[config.mk]
export PLATFORM = sky130hd
export DESIGN_NAME = sensor_i2c_core
export DESIGN_NICKNAME = d
export VERILOG_FILES = /design/src/sensor_i2c_pkg.sv /design/src/reg_bank_mem.sv /design/src/sensor_i2c_core.sv
export SDC_FILE = /design/constraint.sdc
export NUM_CORES = 2
export LEC_CHECK = 0
export ABC_CLOCK_PERIOD_IN_PS = 40400
export BUFFER_PORTS_ARGS = -buffer_cell sky130_fd_sc_hd__buf_4
export CAP_MARGIN = 5
export CORE_UTILIZATION = 45
export CTS_CLUSTER_DIAMETER = 200
export DETAILED_ROUTE_END_ITERATION = 10
export PLACE_DENSITY = 0.58
export SKIP_CTS_REPAIR_TIMING = 1
export SLEW_MARGIN = 20
export SYNTH_ARGS = -nofsm -noshare
export SYNTH_HDL_FRONTEND = slang
export SYNTH_SLANG_ARGS = --single-unit
export TNS_END_PERCENT = 5
[constraint.sdc]
create_clock -name core_clk_i -period 40.4 [get_ports core_clk_i]
set_input_delay 4.04 -clock core_clk_i [delete_from_list [all_inputs] [get_ports core_clk_i]]
set_output_delay 4.04 -clock core_clk_i [all_outputs]
set_load 0.005 [all_outputs]
[src/sensor_i2c_pkg.sv]
// ****************************************************************************
// sensor_i2c_pkg: shared constants and carrier types for the sensor i2c core
// ****************************************************************************
// holds timing counts, register offsets, reset values and pin carriers.
// assumes a single 125 MHz core clock and open-drain pads outside the core.
package sensor_i2c_pkg;

  // ****************************************************************************
  // timing
  // ****************************************************************************
  localparam int CLK_PERIOD_NS = 8;
  localparam int AUX_PHASE_NS = 1300;
  localparam int AUX_PHASE_CYC = (AUX_PHASE_NS + CLK_PERIOD_NS - 1) / CLK_PERIOD_NS;
  localparam int WDT_SHORT_US = 1250;
  localparam int WDT_LONG_US = 40000;
  localparam int WDT_SHORT_CYC = WDT_SHORT_US * 1000 / CLK_PERIOD_NS;
  localparam int WDT_LONG_CYC = WDT_LONG_US * 1000 / CLK_PERIOD_NS;
  localparam int AUX_POLL_US = 10000;
  localparam int AUX_POLL_CYC = AUX_POLL_US * 1000 / CLK_PERIOD_NS;
  // host side idle windows after a write; the core relies on them, never checks
  localparam int HOST_IDLE_PERF_NS = 2000;
  localparam int HOST_IDLE_LP_US = 450;

  // ****************************************************************************
  // addresses and reset values
  // ****************************************************************************
  localparam logic [6:0] TARGET_ADDR_BASE = 7'h18;
  localparam logic [7:0] START_ADDR_RESET = 8'h00;
  localparam logic [7:0] AUX_DEV_REG = 8'h4B;
  localparam logic [7:0] AUX_RD_REG = 8'h4D;
  localparam logic [7:0] AUX_WR_REG = 8'h4E;
  localparam logic [7:0] AUX_WDATA_REG = 8'h4F;
  localparam logic [7:0] AUX_DATA_BASE = 8'h04;
  localparam logic [6:0] AUX_DEV_RESET = 7'h10;
  localparam logic [7:0] AUX_RD_RESET = 8'h42;
  localparam logic [3:0] AUX_BURST_LAST = 4'h7;

  // ****************************************************************************
  // carriers
  // ****************************************************************************
  typedef struct packed {
    logic o;
    logic oe;
  } od_drive_t;

  typedef struct packed {
    logic bus_watchdog_enable;
    logic bus_watchdog_period_select;
  } wdt_cfg_t;

  typedef struct packed {
    logic valid;
    logic [7:0] data;
  } byte_strobe_t;

endpackage

[src/reg_bank_mem.sv]
// register bank storage: 256 bytes, one write port, registered read port.
// assumes the caller arbitrates writers and tolerates one cycle read latency.
`timescale 1ns/100ps
module reg_bank_mem (
  // clock
  input wire logic core_clk_i,
  // write port
  input wire logic wr_en_i,
  input wire logic [7:0] wr_addr_i,
  input wire logic [7:0] wr_data_i,
  // read port
  input wire logic [7:0] rd_addr_i,
  output logic [7:0] rd_data_o
);
  logic [7:0] mem_array [0:255];

  // contents are undefined after power-up, as for any plain register ram
  always_ff @(posedge core_clk_i)
  begin
    if (wr_en_i)
    begin
      mem_array[wr_addr_i] <= wr_data_i;
    end
    rd_data_o <= mem_array[rd_addr_i];
  end
endmodule // reg_bank_mem

[src/sensor_i2c_core.sv]
// sensor i2c core: primary i2c target with pointer, watchdog and aux master.
// assumes open-drain pads: every *_drv_o pulls low while its oe is high.
`timescale 1ns/100ps
module sensor_i2c_core #(
  parameter int WDT_SHORT_CYCLES = sensor_i2c_pkg::WDT_SHORT_CYC,
  parameter int WDT_LONG_CYCLES = sensor_i2c_pkg::WDT_LONG_CYC,
  parameter int AUX_POLL_CYCLES = sensor_i2c_pkg::AUX_POLL_CYC
) (
  // clock and reset
  input wire logic core_clk_i,
  input wire logic rst_n_i,
  // primary bus pins
  input wire logic scl_i,
  input wire logic sda_i,
  output sensor_i2c_pkg::od_drive_t sda_drv_o,
  input wire logic address_select_pin_i,
  // nonvolatile watchdog configuration
  input wire sensor_i2c_pkg::wdt_cfg_t wdt_cfg_i,
  // secondary bus pins
  input wire logic secondary_bus_data_i,
  output sensor_i2c_pkg::od_drive_t secondary_bus_clock_drv_o,
  output sensor_i2c_pkg::od_drive_t secondary_bus_data_drv_o,
  input wire logic aux_pullup_request_i,
  output logic aux_pullup_en_o,
  // aux data path and status
  input wire logic aux_fifo_enable_i,
  output sensor_i2c_pkg::byte_strobe_t aux_fifo_o,
  output logic aux_nack_o,
  output logic target_busy_o,
  output logic wdt_fired_o
);
  import sensor_i2c_pkg::*;

  typedef enum logic [3:0] {P_IDLE, P_ADDR, P_ACK_ADDR, P_REG, P_ACK_REG, P_WR, P_ACK_WR,
                            P_RD, P_RD_ACK, P_WAIT} pri_state_t;
  typedef enum logic [3:0] {A_IDLE, A_START, A_DEVW, A_REG, A_DATA, A_RSTART, A_DEVR,
                            A_RX, A_STOP} aux_state_t;

  // ****************************************************************************
  // primary bus sampling
  // ****************************************************************************
  logic [2:0] scl_sync_reg;
  logic [2:0] sda_sync_reg;
  logic [1:0] pin_sync_reg;

  // bit 0 feeds only bit 1; bit 2 is the previous settled value for edges
  always_ff @(posedge core_clk_i)
  begin
    if (!rst_n_i)
    begin
      scl_sync_reg <= 3'h7;
      sda_sync_reg <= 3'h7;
      pin_sync_reg <= 2'h0;
    end
    else
    begin
      scl_sync_reg <= {scl_sync_reg[1:0], scl_i};
      sda_sync_reg <= {sda_sync_reg[1:0], sda_i};
      pin_sync_reg <= {pin_sync_reg[0], address_select_pin_i};
    end
  end

  logic scl_rise;
  logic scl_fall;
  logic start_det;
  logic stop_det;
  logic [6:0] own_addr;
  assign scl_rise = scl_sync_reg[1] & ~scl_sync_reg[2];
  assign scl_fall = ~scl_sync_reg[1] & scl_sync_reg[2];
  assign start_det = scl_sync_reg[1] & scl_sync_reg[2] & ~sda_sync_reg[1] & sda_sync_reg[2];
  assign stop_det = scl_sync_reg[1] & scl_sync_reg[2] & sda_sync_reg[1] & ~sda_sync_reg[2];
  assign own_addr = {TARGET_ADDR_BASE[6:1], pin_sync_reg[1]};

  // ****************************************************************************
  // primary target state machine
  // ****************************************************************************
  pri_state_t p_state_reg;
  logic [3:0] bit_cnt_reg;
  logic [7:0] shift_reg;
  logic [7:0] tx_reg;
  logic host_ack_reg;
  logic [7:0] ptr_reg;
  logic [7:0] start_addr_reg;
  logic [7:0] mem_rdata;
  logic wdt_fire;
  logic byte_done;
  logic addr_match;
  logic pri_we;
  assign byte_done = scl_fall & (bit_cnt_reg == 4'h8);
  assign addr_match = (shift_reg[7:1] == own_addr);
  assign pri_we = (p_state_reg == P_WR) & byte_done;
  assign target_busy_o = (p_state_reg != P_IDLE);

  // watchdog reset aborts the transfer and frees the bus
  always_ff @(posedge core_clk_i)
  begin
    if (!rst_n_i)
    begin
      p_state_reg <= P_IDLE;
      bit_cnt_reg <= 4'h0;
      shift_reg <= 8'h00;
      tx_reg <= 8'hFF;
      host_ack_reg <= 1'b0;
    end
    else if (wdt_fire || stop_det)
    begin
      p_state_reg <= P_IDLE;
      bit_cnt_reg <= 4'h0;
    end
    else if (start_det)
    begin
      p_state_reg <= P_ADDR; // repeated start lands here too
      bit_cnt_reg <= 4'h0;
    end
    else
    begin
      unique case (p_state_reg)
        P_ADDR, P_REG, P_WR:
        begin
          if (scl_rise)
          begin
            shift_reg <= {shift_reg[6:0], sda_sync_reg[1]};
            bit_cnt_reg <= bit_cnt_reg + 4'h1;
          end
          else if (byte_done)
          begin
            bit_cnt_reg <= 4'h0;
            if (p_state_reg == P_ADDR)
            begin
              p_state_reg <= addr_match ? P_ACK_ADDR : P_WAIT;
            end
            else
            begin
              p_state_reg <= (p_state_reg == P_REG) ? P_ACK_REG : P_ACK_WR;
            end
          end
        end
        P_ACK_ADDR:
        begin
          if (scl_fall)
          begin
            p_state_reg <= shift_reg[0] ? P_RD : P_REG;
            tx_reg <= mem_rdata;
          end
        end
        P_ACK_REG, P_ACK_WR:
        begin
          if (scl_fall)
          begin
            p_state_reg <= P_WR;
          end
        end
        P_RD:
        begin
          if (scl_rise)
          begin
            bit_cnt_reg <= bit_cnt_reg + 4'h1;
          end
          else if (byte_done)
          begin
            bit_cnt_reg <= 4'h0;
            p_state_reg <= P_RD_ACK;
          end
          else if (scl_fall)
          begin
            tx_reg <= {tx_reg[6:0], 1'b1};
          end
        end
        P_RD_ACK:
        begin
          if (scl_rise)
          begin
            host_ack_reg <= ~sda_sync_reg[1];
          end
          else if (scl_fall)
          begin
            // a not-acknowledge ends the stream; wait for the stop
            p_state_reg <= host_ack_reg ? P_RD : P_WAIT;
            tx_reg <= mem_rdata;
          end
        end
        P_IDLE, P_WAIT:
        begin
          bit_cnt_reg <= 4'h0;
        end
      endcase
    end
  end

  // pointer: reads restart at the last written register address
  always_ff @(posedge core_clk_i)
  begin
    if (!rst_n_i)
    begin
      ptr_reg <= START_ADDR_RESET;
      start_addr_reg <= START_ADDR_RESET;
    end
    else if ((p_state_reg == P_ADDR) && byte_done && addr_match && shift_reg[0])
    begin
      ptr_reg <= start_addr_reg;
    end
    else if ((p_state_reg == P_REG) && byte_done)
    begin
      ptr_reg <= shift_reg;
      start_addr_reg <= shift_reg;
    end
    else if (pri_we || ((p_state_reg == P_RD) && byte_done))
    begin
      ptr_reg <= ptr_reg + 8'h01;
    end
  end

  // registered pad drive; releases the line in the host ack slot
  logic sda_oe_reg;
  always_ff @(posedge core_clk_i)
  begin
    if (!rst_n_i)
    begin
      sda_oe_reg <= 1'b0;
    end
    else
    begin
      sda_oe_reg <= (p_state_reg == P_ACK_ADDR) || (p_state_reg == P_ACK_REG) ||
                    (p_state_reg == P_ACK_WR) || ((p_state_reg == P_RD) && !tx_reg[7]);
    end
  end
  assign sda_drv_o = '{o: 1'b0, oe: sda_oe_reg};

  // ****************************************************************************
  // bus watchdog
  // ****************************************************************************
  logic [22:0] wdt_cnt_reg;
  logic [22:0] wdt_limit;
  assign wdt_limit = wdt_cfg_i.bus_watchdog_period_select ? 23'(WDT_LONG_CYCLES - 1)
                                                          : 23'(WDT_SHORT_CYCLES - 1);
  assign wdt_fire = wdt_cfg_i.bus_watchdog_enable && (wdt_cnt_reg == wdt_limit);

  // counts only while we hold data low and the clock stands still
  always_ff @(posedge core_clk_i)
  begin
    if (!rst_n_i)
    begin
      wdt_cnt_reg <= 23'h0;
      wdt_fired_o <= 1'b0;
    end
    else
    begin
      wdt_fired_o <= wdt_fire;
      if (!wdt_cfg_i.bus_watchdog_enable || !sda_oe_reg || scl_rise || scl_fall || wdt_fire)
      begin
        wdt_cnt_reg <= 23'h0;
      end
      else
      begin
        wdt_cnt_reg <= wdt_cnt_reg + 23'h1;
      end
    end
  end

  // ****************************************************************************
  // shadow copies of the forwarding registers
  // ****************************************************************************
  logic [6:0] aux_dev_reg;
  logic [7:0] aux_rd_reg;
  logic [7:0] aux_wr_reg;
  logic [7:0] aux_wdata_reg;
  logic wr_pend_reg;
  logic aux_take_wr;
  aux_state_t a_state_reg;

  // a host write to the data register queues one secondary write
  always_ff @(posedge core_clk_i)
  begin
    if (!rst_n_i)
    begin
      aux_dev_reg <= AUX_DEV_RESET;
      aux_rd_reg <= AUX_RD_RESET;
      aux_wr_reg <= 8'h00;
      aux_wdata_reg <= 8'h00;
      wr_pend_reg <= 1'b0;
    end
    else
    begin
      if (pri_we && (ptr_reg == AUX_DEV_REG)) aux_dev_reg <= shift_reg[6:0];
      if (pri_we && (ptr_reg == AUX_RD_REG)) aux_rd_reg <= shift_reg;
      if (pri_we && (ptr_reg == AUX_WR_REG)) aux_wr_reg <= shift_reg;
      if (pri_we && (ptr_reg == AUX_WDATA_REG)) aux_wdata_reg <= shift_reg;
      // set wins over the clear of a request being taken
      if (pri_we && (ptr_reg == AUX_WDATA_REG)) wr_pend_reg <= 1'b1;
      else if (aux_take_wr) wr_pend_reg <= 1'b0;
    end
  end

  // ****************************************************************************
  // secondary bus master
  // ****************************************************************************
  logic [1:0] secondary_bus_data_sync_reg;
  logic [7:0] ph_div_reg;
  logic [1:0] ph_reg;
  logic [3:0] slot_reg;
  logic [3:0] rx_idx_reg;
  logic [7:0] rx_shift_reg;
  logic ack_bad_reg;
  logic op_read_reg;
  logic [22:0] poll_cnt_reg;
  logic poll_due_reg;
  logic tick;
  logic slot_end;
  logic [7:0] tx_byte;
  logic a_scl_low;
  logic a_sda_low;
  logic a_scl_reg;
  logic a_sda_reg;
  assign tick = (ph_div_reg == 8'(AUX_PHASE_CYC - 1));
  assign slot_end = tick && (ph_reg == 2'h3);
  assign aux_take_wr = (a_state_reg == A_IDLE) && wr_pend_reg;

  always_comb
  begin
    unique case (a_state_reg)
      A_DEVW: tx_byte = {aux_dev_reg, 1'b0};
      A_REG: tx_byte = op_read_reg ? aux_rd_reg : aux_wr_reg;
      A_DEVR: tx_byte = {aux_dev_reg, 1'b1};
      default: tx_byte = aux_wdata_reg;
    endcase
  end

  // pin levels per quarter-bit phase; no arbitration, we own this bus
  always_comb
  begin
    a_scl_low = (ph_reg == 2'h0) || (ph_reg == 2'h3);
    a_sda_low = 1'b0;
    unique case (a_state_reg)
      A_IDLE: a_scl_low = 1'b0;
      A_START, A_RSTART: a_sda_low = (ph_reg >= 2'h2);
      A_STOP:
      begin
        a_scl_low = (ph_reg == 2'h0);
        a_sda_low = (ph_reg != 2'h3);
      end
      A_RX: a_sda_low = (slot_reg == 4'h8) && (rx_idx_reg != AUX_BURST_LAST);
      A_DEVW, A_REG, A_DATA, A_DEVR: a_sda_low = (slot_reg != 4'h8) && !tx_byte[3'(4'h7 - slot_reg)];
    endcase
  end

  // poll timer raises a read request every poll period
  always_ff @(posedge core_clk_i)
  begin
    if (!rst_n_i)
    begin
      poll_cnt_reg <= 23'h0;
      poll_due_reg <= 1'b0;
    end
    else
    begin
      poll_cnt_reg <= (poll_cnt_reg == 23'(AUX_POLL_CYCLES - 1)) ? 23'h0 : poll_cnt_reg + 23'h1;
      if (poll_cnt_reg == 23'(AUX_POLL_CYCLES - 1)) poll_due_reg <= 1'b1;
      else if ((a_state_reg == A_IDLE) && !wr_pend_reg) poll_due_reg <= 1'b0;
    end
  end

  // transaction sequencer; pending writes go ahead of polling
  always_ff @(posedge core_clk_i)
  begin
    if (!rst_n_i)
    begin
      a_state_reg <= A_IDLE;
      ph_div_reg <= 8'h00;
      ph_reg <= 2'h0;
      slot_reg <= 4'h0;
      rx_idx_reg <= 4'h0;
      rx_shift_reg <= 8'h00;
      ack_bad_reg <= 1'b0;
      op_read_reg <= 1'b0;
      secondary_bus_data_sync_reg <= 2'h3;
      a_scl_reg <= 1'b0;
      a_sda_reg <= 1'b0;
    end
    else
    begin
      secondary_bus_data_sync_reg <= {secondary_bus_data_sync_reg[0], secondary_bus_data_i};
      a_scl_reg <= a_scl_low;
      a_sda_reg <= a_sda_low;
      ph_div_reg <= (tick || (a_state_reg == A_IDLE)) ? 8'h00 : ph_div_reg + 8'h01;
      if (tick) ph_reg <= ph_reg + 2'h1;
      if (tick && (ph_reg == 2'h2))
      begin
        rx_shift_reg <= {rx_shift_reg[6:0], secondary_bus_data_sync_reg[1]};
      end
      unique case (a_state_reg)
        A_IDLE:
        begin
          ph_reg <= 2'h0;
          slot_reg <= 4'h0;
          rx_idx_reg <= 4'h0;
          if (wr_pend_reg || poll_due_reg)
          begin
            op_read_reg <= !wr_pend_reg;
            a_state_reg <= A_START;
          end
        end
        A_START: if (slot_end) a_state_reg <= A_DEVW;
        A_RSTART: if (slot_end) a_state_reg <= A_DEVR;
        A_STOP: if (slot_end) a_state_reg <= A_IDLE;
        A_DEVW, A_REG, A_DATA, A_DEVR, A_RX:
        begin
          if (slot_end && (slot_reg != 4'h8))
          begin
            slot_reg <= slot_reg + 4'h1;
          end
          else if (slot_end)
          begin
            slot_reg <= 4'h0;
            // in tx slots the last sample is the target's acknowledge bit
            ack_bad_reg <= (a_state_reg != A_RX) && rx_shift_reg[0];
            if ((a_state_reg != A_RX) && rx_shift_reg[0]) a_state_reg <= A_STOP;
            else if (a_state_reg == A_DEVW) a_state_reg <= A_REG;
            else if (a_state_reg == A_REG) a_state_reg <= op_read_reg ? A_RSTART : A_DATA;
            else if (a_state_reg == A_DATA) a_state_reg <= A_STOP;
            else if (a_state_reg == A_DEVR) a_state_reg <= A_RX;
            else if (rx_idx_reg == AUX_BURST_LAST) a_state_reg <= A_STOP;
            else rx_idx_reg <= rx_idx_reg + 4'h1;
          end
        end
      endcase
    end
  end
  assign secondary_bus_clock_drv_o = '{o: 1'b0, oe: a_scl_reg};
  assign secondary_bus_data_drv_o = '{o: 1'b0, oe: a_sda_reg};
  assign aux_nack_o = ack_bad_reg;

  // ****************************************************************************
  // received bytes into data registers and fifo port
  // ****************************************************************************
  logic aux_byte;
  logic mw_pend_reg;
  logic [7:0] mw_addr_reg;
  logic [7:0] mw_data_reg;
  assign aux_byte = (a_state_reg == A_RX) && (slot_reg == 4'h8) && tick && (ph_reg == 2'h0);

  // host writes own the port; an aux byte waits a cycle at most
  always_ff @(posedge core_clk_i)
  begin
    if (!rst_n_i)
    begin
      mw_pend_reg <= 1'b0;
      mw_addr_reg <= 8'h00;
      mw_data_reg <= 8'h00;
      aux_fifo_o <= '0;
      aux_pullup_en_o <= 1'b0;
    end
    else
    begin
      aux_pullup_en_o <= aux_pullup_request_i;
      aux_fifo_o.valid <= aux_byte && aux_fifo_enable_i;
      if (aux_byte) aux_fifo_o.data <= rx_shift_reg;
      if (aux_byte)
      begin
        mw_pend_reg <= 1'b1;
        mw_addr_reg <= AUX_DATA_BASE + {4'h0, rx_idx_reg};
        mw_data_reg <= rx_shift_reg;
      end
      else if (!pri_we) mw_pend_reg <= 1'b0;
    end
  end

  reg_bank_mem u_bank (
    .core_clk_i(core_clk_i),
    .wr_en_i(pri_we || mw_pend_reg),
    .wr_addr_i(pri_we ? ptr_reg : mw_addr_reg),
    .wr_data_i(pri_we ? shift_reg : mw_data_reg),
    .rd_addr_i(ptr_reg),
    .rd_data_o(mem_rdata)
  );
endmodule // sensor_i2c_core

Word level (Yosys, flattened, before mapping)
Memories as Yosys holds them, arrays and structs flattened. A register that Yosys moved wholly into a read port is not among the register bits.
Cells that the tools add are included.

storage, ports and cells
  bits in registers = 185
  input port bits = 10
  logic and storage cells = 283
  bits in writable memories = 2048
  latch bits = 0
  output and inout port bits = 19
  memories = 1
  bits in read-only memories = 0

operators by class
  shift-type cells = 0
  div/mod/pow operators = 0
  add/sub/neg operators = 10
  magnitude comparators = 2
  multiply operators = 0
  multiplexer cells = 69
  bitwise operators = 18
  equal/unequal tests = 68
  reduce and logical (&&, ||, !) cells = 78

memories
  name              depth  width  read ports  clocked after memory_dff  wr ports  RTL line            source
  u_bank.mem_array  256    8      1           1                         1         reg_bank_mem.sv:15  logic [7:0] mem_array [0:255];

operators by type and width
  cell                   count
  $mux 4                 34
  $mux 8                 11
  $pmux 8 s3             2
  $add 23x1->23 const B  2
  $ne 2x2->1 const B     22
  $pmux 4 s5             2
  $eq 4x3->1 const B     9
  $eq 8x7->1 const B     4
  $ne 3x3->1 const B     9
  $reduce_and 9->1       3
  $pmux 4 s2             3
  $eq 23x21->1 const B   1
  $eq 23x23->1           1
  $logic_and 1x1->1      23
  $mux 23                1
  $eq 4x4->1 const B     5
  $add 8x1->8 const B    2
  $eq 4x2->1 const B     4
  $reduce_or 2->1        8
  $reduce_and 7->1       2
  $logic_or 1x1->1       13
  $add 4x1->4 const B    3
  $mux 1                 11
  $and 1x1->1            9
  other kinds (34)       61

Longest topological paths before layout
  depth in word-level cells = 10
  gate-level depth with buffers = 13
  mapped depth without buffers = 9

Modules after synthesis
A second synthesis with hierarchy kept.

unflattened totals
  cells, all modules = 4737
  area total of the unflattened synthesis = 88327.2 sq um

modules (own cells, without submodules)
  module           cells each  instances  area an instance (sq um)  seq. area each (sq um)
  reg_bank_mem     3733        1          79556.3                   61659.1
  sensor_i2c_core  1004        1          8770.9                    3643.5

Worst setup path before layout
No wires, ideal clock.

  path type = register -> register
  from = reg p_state_reg[3]
  to = mem u_bank.mem_array[0][0], data pin
  buffers on the path = 4
  arrival time = 11.227 ns
  clock period less this slack = 13.416 ns
  cell stages (with the launch flop) = 9
  required time = 38.211 ns
  setup time = 2.189 ns
  path slack = 26.984 ns
  cell sequence = dfxtp_1 > buf_2 > nor2b_1 > buf_2 > and4_1 > buf_2 > nand2b_1 > clkbuf_1 > o21ai_0

between the ends
  word-level cells in the longest chain between the ends = 3

ends and longest elaborated chain
  what                           RTL line                source
  start: declaration             sensor_i2c_core.sv:77   pri_state_t p_state_reg;
  start signal: assignment       sensor_i2c_core.sv:130  p_state_reg <= addr_match ? P_ACK_ADDR : P_WAIT;
  start signal: assignment       sensor_i2c_core.sv:134  p_state_reg <= (p_state_reg == P_REG) ? P_ACK_REG : P_ACK_WR;
  start signal: assignment       sensor_i2c_core.sv:142  p_state_reg <= shift_reg[0] ? P_RD : P_REG;
  $eq 4x3->1                     sensor_i2c_core.sv:91   assign pri_we = (p_state_reg == P_WR) & byte_done;
  $and 1x1->1                    sensor_i2c_core.sv:91
  $mux 8                         sensor_i2c_core.sv:471  .wr_data_i(pri_we ? shift_reg : mw_data_reg),
  named net u_bank.wr_data_i[0]  reg_bank_mem.sv:10      input wire logic [7:0] wr_data_i,
  end: declaration               reg_bank_mem.sv:15

The timed path passes the listed nets, and every way through them passes these cells.

Final worst setup path
  from = reg p_state_reg[1]
  to = out target_busy_o

between the ends
  word-level cells in the longest chain between the ends = 1

ends and longest elaborated chain
  what               RTL line               source
  $reduce_bool 4->1  sensor_i2c_core.sv:92  assign target_busy_o = (p_state_reg != P_IDLE);
  end: declaration   sensor_i2c_core.sv:29  output logic target_busy_o,

No other way between the ends.

==> PnR_summary.wiki <==
{| class="wikitable"
! Metric !! Value
|-
| Status || complete, no violations
|-
| Iteration count of the initial detailed-routing pass || 5
|-
| Sequential element share of the synthesized area || 73.5%
|-
| Core Util, Final || 50.5%
|-
| Post-synth EDFFs || 2048
|-
| TritonCTS clock tree || built
|-
| Worst IR Drop VDD || 0.0410 mV
|-
| Floorplan row count || 162
|-
| Aggregate global-route resource usage || 23.8%
|-
| Sum of negative setup slack || 0 ns
|-
| Total power || 4.58 mW
|-
| Gate power share || 0.6%
|-
| Portion of total power attributed to sequential cells || 54.5%
|-
| Max Freq || 160 MHz
|-
| H-tree depth || 4
|-
| Violation count after the first detailed-route iteration || 5243
|-
| Setup repair after global routing missed its margin || false
|-
| Worst slew margin relative to its limit || 22.3%
|-
| Total via count after detailed routing || 46200
|-
| Number of library cell types mapped by synthesis || 88
|-
| Cell at the root of the clock tree || sky130_fd_sc_hd__clkbuf_16
|-
| Leading area contributor after synthesis || sky130_fd_sc_hd__edfxtp_1
|-
| Wire length of the first global-routing pass || 338000 um
|-
| Final Max Tran Viols || 0
|-
| Top-area cell type share of the netlist area || 69.2%
|-
| Met1 demand-to-capacity share in global routing || 34.1%
|-
| Least-Margin Pin Slew || 1.16 ns
|-
| Routability congestion estimate from global placement || 0.833
|-
| Remaining antenna violation count || 0
|-
| Initial antenna violation count || 9
|-
| Flops & latches, synth || 2238
|-
| Time the final worst path needs with I/O delays and setup || 6.26 ns
|-
| Die extent in y || 446 um
|-
| Number of global-route vias before repair || 45200
|-
| GRT busiest layer || met2
|-
| Kind of capture point of the worst setup path || output port
|-
| Fraction of power spent switching nets || 19.8%
|-
| Count of boundary I/O pins || 29
|-
| Buffers from clock root to sink, at most || 3
|-
| Count of clock tree sinks || 2238
|-
| Number of endpoints failing setup at the final stage || 0
|-
| Internal Dissipation || 3.67 mW
|-
| Share of total power in the clock network || 44.9%
|-
| Horizontal die dimension || 446 um
|-
| Net switching power of the design || 908 uW
|-
| Path type of the worst min-delay path || reg2reg
|-
| Critical setup path kind || reg2out
|-
| Top flip-flop cell by instance count after synthesis || sky130_fd_sc_hd__edfxtp_1
|-
| Synth warnings || 0
|-
| Final critical-path share of the clock period || 15.5%
|-
| Setup crit start kind || flop
|-
| Worst setup skew after layout || 0.0671 ns
|-
| Reg clk slew, reported paths || 0.06 ns
|-
| Final routed DRC violation total || 0
|-
| Power per unit of standard cell area || 46.3 nW/um^2
|-
| GR met3 Demand/Resource || 4.28%
|-
| Count leader, synth || sky130_fd_sc_hd__edfxtp_1
|-
| Core area || 195000 um^2
|-
| Post-Synthesis Mean Instance Area || 18.7 um^2
|-
| Layout cells sized above 1 || 19.2%
|-
| Flip-flop count of the largest register, all copies and words added || 2048
|-
| Total Die Area || 199000 um^2
|-
| Largest net degree at the start of global routing || 225
|-
| Placed wire-length estimate after detailed placement || 140000 um
|-
| CP Max Fanout || 14
|-
| Number of nets at the end of the flow || 4826
|-
| Routed wire length || 237000 um
|-
| Global-route track usage on met2 || 37.1%
|-
| Number of buffers added by the clock tree synthesis step || 224
|-
| LEAKAGE || 30.4 nW
|-
| Gate count after technology mapping || 4742
|-
| Average via count per standard cell || 6.07
|-
| Wire length per cell after detailed routing || 31.1 um
|-
| Most used standard cells in the synthesized netlist || 2048 x sky130_fd_sc_hd__edfxtp_1, 457 x sky130_fd_sc_hd__mux4_2, 397 x sky130_fd_sc_hd__nor2_1
|-
| Crit path arrival time || 2.22 ns
|-
| Starting density of the core || 45.5%
|-
| Insertion delay to the later sink of the worst-skew pair || 0.89 ns
|-
| Area contributors post-synth || sky130_fd_sc_hd__edfxtp_1 69%, sky130_fd_sc_hd__mux4_2 12%, sky130_fd_sc_hd__dfxtp_1 4.3%
|-
| Post-synthesis to final-layout area growth || 11.2%
|-
| Max cap viols || 0
|-
| Final Hold Vio Count || 0
|-
| Data required time at the worst endpoint || 36.36 ns
|-
| Proportion of synthesized flip-flops having asynchronous set or reset || 0%
|-
| Mapped Area || 88800 um^2
|-
| GRT Residual Overflow || 0
|-
| Number of I/O port buffers || 25
|}
-- path summary, 6_finish.rpt --
path | from | to | slack (ns) | depth (start not counted)
hold reg to reg | sda_sync_reg[0]$_SDFF_PN1_ | sda_sync_reg[1]$_SDFF_PN1_ | 0.42 | 1
setup / recovery | p_state_reg[1]$_SDFFE_PP0P_ | target_busy_o | 34.14 | 3
hold / removal | sda_sync_reg[0]$_SDFF_PN1_ | sda_sync_reg[1]$_SDFF_PN1_ | 0.42 | 1
setup reg to reg | ptr_reg[1]$_SDFFE_PN0P_ | u_bank.rd_data_o[4]$_DFF_P_ | 34.14 | 12
-- per-stage QoR --
stage	setup slack (ns)	cells	hold slack [ns]	area, um^2
finish	34.14	7614	0.420	98700
global route	33.99	7611	0.438	98700
CTS	34.05	7610	0.428	98700
detailed placement	33.88	7196	0.393	91500
global placement	33.93	7196	0.406	91500
floorplan	26.98	4744	0.386	88800
-- cells by family (layout without fill, tap and decap cells) --
kind of cell	after synthesis	count (layout)	share of synthesized area (%)
flip-flops	2238	2238	73.5
other	1	6	0.00422
multiplexers	718	718	15.1
adder cells (fa/ha/maj)	17	17	0.240
XOR/XNOR	55	55	0.542
buffers and inverters	320	563	2.16
AND/OR/NAND/NOR	921	921	4.70
AO/OA/AOI/OAI	472	472	3.75
-- final cells by class --
| type | instances | area (um^2) |
|---|---|---|
| multi-input combinational | 2186 | 21800 |
| inverter | 26 | 100 |
| sequential | 2238 | 65300 |
| antenna | 3 | 7.51 |
| fill | 15800 | 96700 |
| clock buffer | 300 | 6140 |
| tap | 2624 | 3280 |
| timing repair buffer | 123 | 1030 |
| clock inverter | 114 | 1110 |
-- metal layers --
metal,wire (um),share of wire (%)
met2,112000,47
met1,99400,42
met5,34,0.014
met4,7390,3.1
met3,18300,7.7
-- layout by cell type, fill, tap and decap left out, drive strengths merged, types with 42 or more instances in the layout --
cell type  count
mux4         486
clkinv        91
dfxtp        190
o21ai         78
nand2        229
buf          123
clkbuf       300
nor2         397
a221oi        50
edfxtp      2048
a21boi        42
nor2b         55
nand3         73
a22oi         48
mux2i        226
a21oi         75
-- worst max-delay path, cell delays in order, from the launching register on --
cell and delay, ns:
sky130_fd_sc_hd__dfxtp_1 0.43, sky130_fd_sc_hd__or2_2 0.40, sky130_fd_sc_hd__or3_1 0.38, sky130_fd_sc_hd__buf_4 0.16
-- power groups by stage --
stage	Combinational (mW)	Sequential, mW	Clock (mW)
2_1_floorplan	0.0214	2.54	0
3_3_place_gp	0.0251	2.54	0
3_5_place_dp	0.0256	2.54	0
4_1_cts	0.0257	2.49	2.08
5_1_grt	0.0286	2.49	2.17
6_report	0.0255	2.49	2.06
Power figures use the tool's default switching activity.
